### src/verilog/vpiu_map.vh
`ifndef VPIU_MAP_VH
`define VPIU_MAP_VH

// ----------------------------------------
// Counts
// ----------------------------------------
`define SRC_COUNT 27
`define VEC_COUNT 10
`define EXT_COUNT 8
`define PERIPH_COUNT 19

// ----------------------------------------
// Level codes, higher code wins
// ----------------------------------------
`define LVL_NONE 2'h0
`define LVL_LOW 2'h1
`define LVL_HIGH 2'h2
`define LVL_TOP 2'h3

// ----------------------------------------
// Vector addresses: base plus index times eight
// ----------------------------------------
`define VEC_BASE 16'h0003
`define VEC_SHIFT 3
`define VEC_TOP_LAST 4'h1

// ----------------------------------------
// Source masks per vector over the pending word
// ----------------------------------------
`define VEC0_MASK 27'h0000001
`define VEC1_MASK 27'h0000002
`define VEC2_MASK 27'h000001c
`define VEC3_MASK 27'h00001e0
`define VEC4_MASK 27'h0000600
`define VEC5_MASK 27'h0003800
`define VEC6_MASK 27'h001c000
`define VEC7_MASK 27'h00e0000
`define VEC8_MASK 27'h0700000
`define VEC9_MASK 27'h7800000

// ----------------------------------------
// Reset values
// ----------------------------------------
`define PEND_RESET 27'h0000000
`define SVC_RESET 3'h0

`endif

### src/verilog/vectored_priority_interrupt_unit.v
// Operation
// - Three levels ranked top, high, low.
// - Refuse requests at or below serviced level.
// - Highest pending level wins arbitration.
// - Equal level: lowest vector address wins.
// - Twenty-seven sources share ten vectors.
// - ext_irq_0 at 00003H, top or low.
// - ext_irq_1 at 0000BH, top or low.
// - Vectors 00013H, 0001BH sources; high or low.
// - Vectors 00023H, 0002BH sources; high or low.
// - Vectors 00033H, 0003BH sources; high or low.
// - Vectors 00043H, 0004BH sources; high or low.
`timescale 1ns/1ps
`default_nettype none
`include "vpiu_map.vh"

module vectored_priority_interrupt_unit (
	input wire ref_clk,
	input wire resetn,
	input wire [7:0] ext_irq,
	input wire [18:0] periph_event,
	input wire [9:0] lvl_sel,
	input wire [26:0] pend_clear,
	input wire irq_ack,
	input wire irq_return,
	output reg irq_req,
	output reg [15:0] irq_vector,
	output reg [1:0] irq_level,
	output reg [26:0] pend_flags,
	output reg [2:0] svc_level
);

// ----------------------------------------
// Functions
// ----------------------------------------
function [1:0] vec_level;
	input [3:0] idx;
	input sel;
	begin
		if (!sel) begin
			vec_level = `LVL_LOW;
		end else if (idx <= `VEC_TOP_LAST) begin
			vec_level = `LVL_TOP;
		end else begin
			vec_level = `LVL_HIGH;
		end
	end
endfunction

function [26:0] vec_mask;
	input [3:0] idx;
	begin
		case (idx)
		4'h0: vec_mask = `VEC0_MASK;
		4'h1: vec_mask = `VEC1_MASK;
		4'h2: vec_mask = `VEC2_MASK;
		4'h3: vec_mask = `VEC3_MASK;
		4'h4: vec_mask = `VEC4_MASK;
		4'h5: vec_mask = `VEC5_MASK;
		4'h6: vec_mask = `VEC6_MASK;
		4'h7: vec_mask = `VEC7_MASK;
		4'h8: vec_mask = `VEC8_MASK;
		4'h9: vec_mask = `VEC9_MASK;
		default: vec_mask = 27'h0000000;
		endcase
	end
endfunction

// Highest in-service level, top first
function [1:0] cur_level;
	input [2:0] svc;
	begin
		if (svc[2]) begin
			cur_level = `LVL_TOP;
		end else if (svc[1]) begin
			cur_level = `LVL_HIGH;
		end else if (svc[0]) begin
			cur_level = `LVL_LOW;
		end else begin
			cur_level = `LVL_NONE;
		end
	end
endfunction

// Lowest set index wins, which is the lower vector address
function [3:0] first_set;
	input [9:0] lvl_word;
	integer k;
	begin
		first_set = 4'h0;
		for (k = `VEC_COUNT - 1; k >= 0; k = k - 1) begin
			if (lvl_word[k]) begin
				first_set = k[3:0];
			end
		end
	end
endfunction

// In-service bit for a level code; the empty level marks nothing
function [2:0] svc_bit;
	input [1:0] lvl;
	begin
		case (lvl)
		`LVL_LOW: svc_bit = 3'h1;
		`LVL_HIGH: svc_bit = 3'h2;
		`LVL_TOP: svc_bit = 3'h4;
		default: svc_bit = 3'h0;
		endcase
	end
endfunction

// ----------------------------------------
// Pin synchronisers
// ----------------------------------------
// Three stages; a change counts only once stages two and three agree
reg [7:0] ext_s1;
reg [7:0] ext_s2;
reg [7:0] ext_s3;
reg [7:0] ext_state;
wire [7:0] ext_stable = ~(ext_s2 ^ ext_s3);
wire [7:0] next_ext_state = (ext_stable & ext_s3) | (~ext_stable & ext_state);
wire [7:0] ext_rise = next_ext_state & ~ext_state;

always @(posedge ref_clk) begin
	if (!resetn) begin
		ext_s1 <= 8'h00;
		ext_s2 <= 8'h00;
		ext_s3 <= 8'h00;
		ext_state <= 8'h00;
	end else begin
		ext_s1 <= ext_irq;
		ext_s2 <= ext_s1;
		ext_s3 <= ext_s2;
		ext_state <= next_ext_state;
	end
end

// ----------------------------------------
// Named source events
// ----------------------------------------
// One name per source keeps the routing checkable against the bit map
wire ev_ext_irq_0 = ext_rise[0];
wire ev_ext_irq_1 = ext_rise[1];
wire ev_ext_irq_2 = ext_rise[2];
wire ev_ext_irq_3 = ext_rise[3];
wire ev_ext_irq_4 = ext_rise[4];
wire ev_ext_irq_5 = ext_rise[5];
wire ev_ext_irq_6 = ext_rise[6];
wire ev_ext_irq_7 = ext_rise[7];
wire ev_timer0_low_half = periph_event[0];
wire ev_base_timer0 = periph_event[1];
wire ev_base_timer1 = periph_event[2];
wire ev_timer0_high_half = periph_event[3];
wire ev_timer1_low_half = periph_event[4];
wire ev_timer1_high_half = periph_event[5];
wire ev_sync_serial_zero = periph_event[6];
wire ev_uart1_rx = periph_event[7];
wire ev_uart2_rx = periph_event[8];
wire ev_sync_serial_one = periph_event[9];
wire ev_uart1_tx = periph_event[10];
wire ev_uart2_tx = periph_event[11];
wire ev_converter = periph_event[12];
wire ev_timer_six = periph_event[13];
wire ev_timer_seven = periph_event[14];
wire ev_port_zero = periph_event[15];
wire ev_timer_four = periph_event[16];
wire ev_timer_five = periph_event[17];
wire ev_pulse_gen_pair = periph_event[18];

// ----------------------------------------
// Source routing into the pending word
// ----------------------------------------
wire [26:0] raw_event = {
	ev_pulse_gen_pair,
	ev_timer_five,
	ev_timer_four,
	ev_port_zero,
	ev_timer_seven,
	ev_timer_six,
	ev_converter,
	ev_uart2_tx,
	ev_uart1_tx,
	ev_sync_serial_one,
	ev_uart2_rx,
	ev_uart1_rx,
	ev_sync_serial_zero,
	ev_ext_irq_7,
	ev_timer1_high_half,
	ev_timer1_low_half,
	ev_ext_irq_6,
	ev_timer0_high_half,
	ev_base_timer1,
	ev_base_timer0,
	ev_ext_irq_5,
	ev_ext_irq_3,
	ev_ext_irq_4,
	ev_timer0_low_half,
	ev_ext_irq_2,
	ev_ext_irq_1,
	ev_ext_irq_0
};

// ----------------------------------------
// Pending flags
// ----------------------------------------
// A set in the clearing cycle wins, so no event is lost
wire [26:0] next_pend = (pend_flags & ~pend_clear) | raw_event;

// ----------------------------------------
// In-service stack and arbitration
// ----------------------------------------
reg [2:0] next_svc;
reg [9:0] vec_pend;
reg [1:0] best_lvl;
reg [3:0] best_idx;
reg [1:0] lvl_i;
reg [1:0] floor_lvl;
reg [9:0] top_vec;
reg [9:0] high_vec;
reg [9:0] low_vec;
reg found;
integer i;

always @* begin
	next_svc = svc_level;
	// Return drops the innermost level before a new entry is taken
	if (irq_return) begin
		if (svc_level[2]) begin
			next_svc[2] = 1'b0;
		end else if (svc_level[1]) begin
			next_svc[1] = 1'b0;
		end else begin
			next_svc[0] = 1'b0;
		end
	end
	if (irq_ack && irq_req) begin
		next_svc = next_svc | svc_bit(irq_level);
	end
end

// Arbitration looks at the next stack so an acked request drops at once
// Each vector lands in the word of its level only if that level may nest
always @* begin
	vec_pend = 10'h000;
	top_vec = 10'h000;
	high_vec = 10'h000;
	low_vec = 10'h000;
	lvl_i = `LVL_NONE;
	floor_lvl = cur_level(next_svc);
	for (i = 0; i < `VEC_COUNT; i = i + 1) begin
		vec_pend[i] = |(next_pend & vec_mask(i[3:0]));
		lvl_i = vec_level(i[3:0], lvl_sel[i]);
		if (vec_pend[i] && lvl_i > floor_lvl) begin
			case (lvl_i)
			`LVL_TOP: begin
				top_vec[i] = 1'b1;
			end
			`LVL_HIGH: begin
				high_vec[i] = 1'b1;
			end
			default: begin
				low_vec[i] = 1'b1;
			end
			endcase
		end
	end
end

// Highest non-empty level first, then the lowest address inside it
always @* begin
	if (|top_vec) begin
		best_lvl = `LVL_TOP;
		best_idx = first_set(top_vec);
		found = 1'b1;
	end else if (|high_vec) begin
		best_lvl = `LVL_HIGH;
		best_idx = first_set(high_vec);
		found = 1'b1;
	end else if (|low_vec) begin
		best_lvl = `LVL_LOW;
		best_idx = first_set(low_vec);
		found = 1'b1;
	end else begin
		best_lvl = `LVL_NONE;
		best_idx = 4'h0;
		found = 1'b0;
	end
end

always @(posedge ref_clk) begin
	if (!resetn) begin
		pend_flags <= `PEND_RESET;
		svc_level <= `SVC_RESET;
		irq_req <= 1'b0;
		irq_vector <= `VEC_BASE;
		irq_level <= `LVL_NONE;
	end else begin
		pend_flags <= next_pend;
		svc_level <= next_svc;
		irq_req <= found;
		irq_vector <= `VEC_BASE + ({12'h000, best_idx} << `VEC_SHIFT);
		irq_level <= best_lvl;
	end
end

endmodule

`default_nettype wire

### config.mk
export PLATFORM = sky130hd
export DESIGN_NAME = vectored_priority_interrupt_unit
export DESIGN_NICKNAME = d
export VERILOG_FILES = /design/src/verilog/vectored_priority_interrupt_unit.v
export VERILOG_INCLUDE_DIRS = /design/src /design/src/verilog
export SDC_FILE = /design/constraint.sdc
export NUM_CORES = 1
export LEC_CHECK = 0
export BUFFER_PORTS_ARGS = -buffer_cell sky130_fd_sc_hd__buf_2
export CORE_MARGIN = 2
export CORE_UTILIZATION = 45
export CTS_CLUSTER_DIAMETER = 60
export DETAILED_ROUTE_END_ITERATION = 10
export PLACE_DENSITY_LB_ADDON = 0.15
export SYNTH_ARGS = -nofsm -noshare
export SYNTH_HDL_FRONTEND = slang
export SYNTH_SLANG_ARGS = --single-unit
### constraint.sdc
create_clock -name ref_clk -period 3.9 [get_ports ref_clk]
set_input_delay 0.39 -clock ref_clk [delete_from_list [all_inputs] [get_ports ref_clk]]
set_output_delay 0.39 -clock ref_clk [all_outputs]
set_load 0.1 [all_outputs]
==> summary.txt <==
Outcome
  – Outcome: complete, no violations

Power and ir drop
  – Power Density: 455.8 nW/um2
  – P_leak: 1.936 nW
  – Worst VDD drop: 0.2625 mV

Clocking
  – H-tree depth: 3
  – Clock Sinks: 69
  – CTS buffer count: 9
  – Post-CTS Resized: 0
  – Bufs on Longest Clock Path: 2
  – Clock transition at path regs: 0.08 ns
  – TritonCTS clock tree: built
  – Post-CTS setup buffers: 0
  – Clock network latency to the later pin of the worst-skew pair: 0.34 ns
  – Cts hold-fix bufs: 0
  – Clk Tree Root Cell: clkbuf_8

Timing
  – Clock Skew: 0.006496 ns
  – Fin crit period: 2.960 ns
  – RSZ-0062 raised after global routing: false
  – Final Hold Fails: 0
  – Peak Freq: 337.9 MHz
  – Worst hold slack: 0.2509 ns
  – Slew margin rel.: 35.41%
  – Setup violations, final: 0
  – Setup ws final: 0.9403 ns
  – Least-Margin Pin Slew: 0.9689 ns
  – Fin crit share: 75.89%
  – Max-slew violations: 0
  – Setup TNS Final: 0 ns

Detailed routing
  – Initial DRC Count: 81
  – WL/cell: 12.04 um
  – Detail Route met2 WL: 3.114 mm
  – Vias: 2831
  – Wire length on met3: 468 um
  – First-pass detailed-route iteration total: 4
  – Post-Route WL: 6.960 mm
  – Uppermost layer routed: met4
  – Routed Antenna Nets: 0
  – Vias/cell: 4.898
  – DRC: 0
  – Met1 Routed Length: 3.279 mm

Global routing
  – Largest net degree at the start of global routing: 69
  – Total GRT Usage: 17.09%
  – Initial antenna violation count: 0
  – Total global routing overflow: 0
  – First-pass GRT wire length: 11.42 mm
  – Vias in the first global route: 2541

Final layout
  – Share of cells above drive strength 1: 31.73%
  – Fin nets: 560
  – Layout area overhead: 22.45%
  – Core Util, Final: 57.62%
  – Design Area, Final: 4224 um2
  – Fillcell total: 695
  – ANT cells: 0

Logic synthesis
  – Number of synthesized flops with an enable pin: 0
  – Synth cell types: 62
  – Top post-synthesis cells by area: dfxtp_1 40%, ha_1 6.5%, nor2b_1 5.6%
  – Avg Inst Size Synth: 9.399 um2
  – Post-Syn Instances: 367
  – Sequential element share of the synthesized area: 40.04%
  – Area share of the largest cell type after synthesis: 40.04%
  – Synth warn: 0
  – Top FF cell, synth: dfxtp_1
  – #FFs+latches synth: 69
  – Mapped Area: 3450 um2
  – Ys async rst share: 0%
  – Yosys top cell by area: dfxtp_1

Floorplanning
  – Die height: 91.56 um
  – Num rows: 31
  – Die ar.: 8382 um2
  – Die Wd: 91.56 um
  – Core outline area: 7331 um2
  – I/O Pins: 117
  – Starting Density: 47.06%

Placement
  – Post-DP HPWL: 5.235 mm
  – Port bufs: 104
  – Pre-CTS setup slack: 0.7633 ns
  – Gpl congestion: 0.8866
  – Placed Area: 4023 um2

Run
  – Max cap viols: 0

Critical path
  – Critical Path Sink Type: register
  – CP Data Arrival Time: 3.22 ns
  – Kind of critical path: register to register
  – CP Max Fanout: 8
  – Worst setup SP type: register
  – CP required: 4.16 ns

Min path
  – Hold WC Path Type: input pin to register
## cells by family after synthesis
family          Yosys count  synth area share (%)
flops                    69                 40.04
buf+inv                  54                 7.182
simple gates            123                 23.32
fa+ha+maj                18                 6.529
other cells               2                0.2177
compound gates          101                 22.71
## cells in the mapped netlist, types with 3 or more instances
cell / n
a211oi_1: 5
inv_1: 34
a21oi_1: 18
clkbuf_1: 7
nor2_1: 6
o21a_1: 11
nand3_1: 3
and2_1: 29
o31ai_1: 3
a32oi_1: 3
dfxtp_1: 69
buf_4: 12
a21boi_0: 8
nor4_4: 3
a211oi_2: 4
nand2_1: 25
o21ai_0: 20
o211ai_1: 3
o22ai_1: 3
ha_1: 18
nor2b_1: 31
## layout by cell type, fill, tap and decap left out, types with 3 or more instances in the layout
cell type,n
nor4_4,3
buf_2,104
a211oi_1,5
a211oi_2,4
inv_1,34
o21ai_0,20
o21a_1,11
o31ai_1,3
nand2_1,25
o22ai_1,3
a21boi_0,8
a21oi_1,18
dfxtp_1,69
nor2_1,6
nor2b_1,31
and2_1,29
ha_1,18
nand3_1,3
conb_1,12
o211ai_1,3
a32oi_1,3
clkbuf_8,10
## flip-flops by register name, indices dropped and copies added, names as in the netlist, 2 cells and up
register    flops
pend_flags     27
ext_s1          8
ext_s2          8
ext_s3          8
ext_state       8
irq_vector      4
svc_level       3
irq_level       2
## power by group
part	leakage [nW]	total, W	internal [W]	switching, W
sequential	0.568	0.000760	0.000741	0.0000191
clock	0.0995	0.000589	0.000314	0.000275
combinational	1.27	0.000576	0.000161	0.000415
## cell type report
| cell class | count | area [um2] | share of cell area, % |
|---|---|---|---|
| multi-input combinational | 254 | 1858 | 43.99 |
| tap | 99 | 123.9 | 2.932 |
| clock buffer | 11 | 141.4 | 3.347 |
| clock inverter | 5 | 60.06 | 1.422 |
| inverter | 35 | 131.4 | 3.110 |
| sequential | 69 | 1381 | 32.70 |
| timing repair buffer | 105 | 528.0 | 12.50 |
## metal layers
metal | GRT usage (%) | vias up
met5 | 0 | -
met4 | 7.197 | 0
met3 | 4.398 | 11
met2 | 27.94 | 90
met1 | 21.26 | 1261
li1 | - | 1469
## worst paths after layout
path	startpoint	to	slack (ns)	cells past startpoint
max	svc_level[1]	irq_vector[3]	0.94	12
min reg2reg	ext_s1[5]	ext_s2[5]	0.44	1
min	ext_irq[3]	ext_s1[3]	0.25	2
max reg2reg	svc_level[1]	irq_vector[3]	0.94	12
## per-stage QoR
stage / power, W / std cells
finish: 0.001926 / 578
detailed placement: 0.001354 / 562
global placement: 0.001345 / 562
CTS: 0.001948 / 578
floorplan: 0.001245 / 377
global route: 0.002029 / 578
## critical path: stages, from the launching register on
cell	delay (ns)
dfxtp_1	0.35
or3b_4	0.41
a21oi_2	0.21
o21ai_0	0.10
buf_4	0.18
ha_1	0.27
nand2_1	0.07
o21ai_2	0.07
a211oi_1	0.56
nor2_1	0.12
a211oi_1	0.30
o31ai_1	0.11
o22ai_1	0.12
Power figures use the tool's default switching activity.
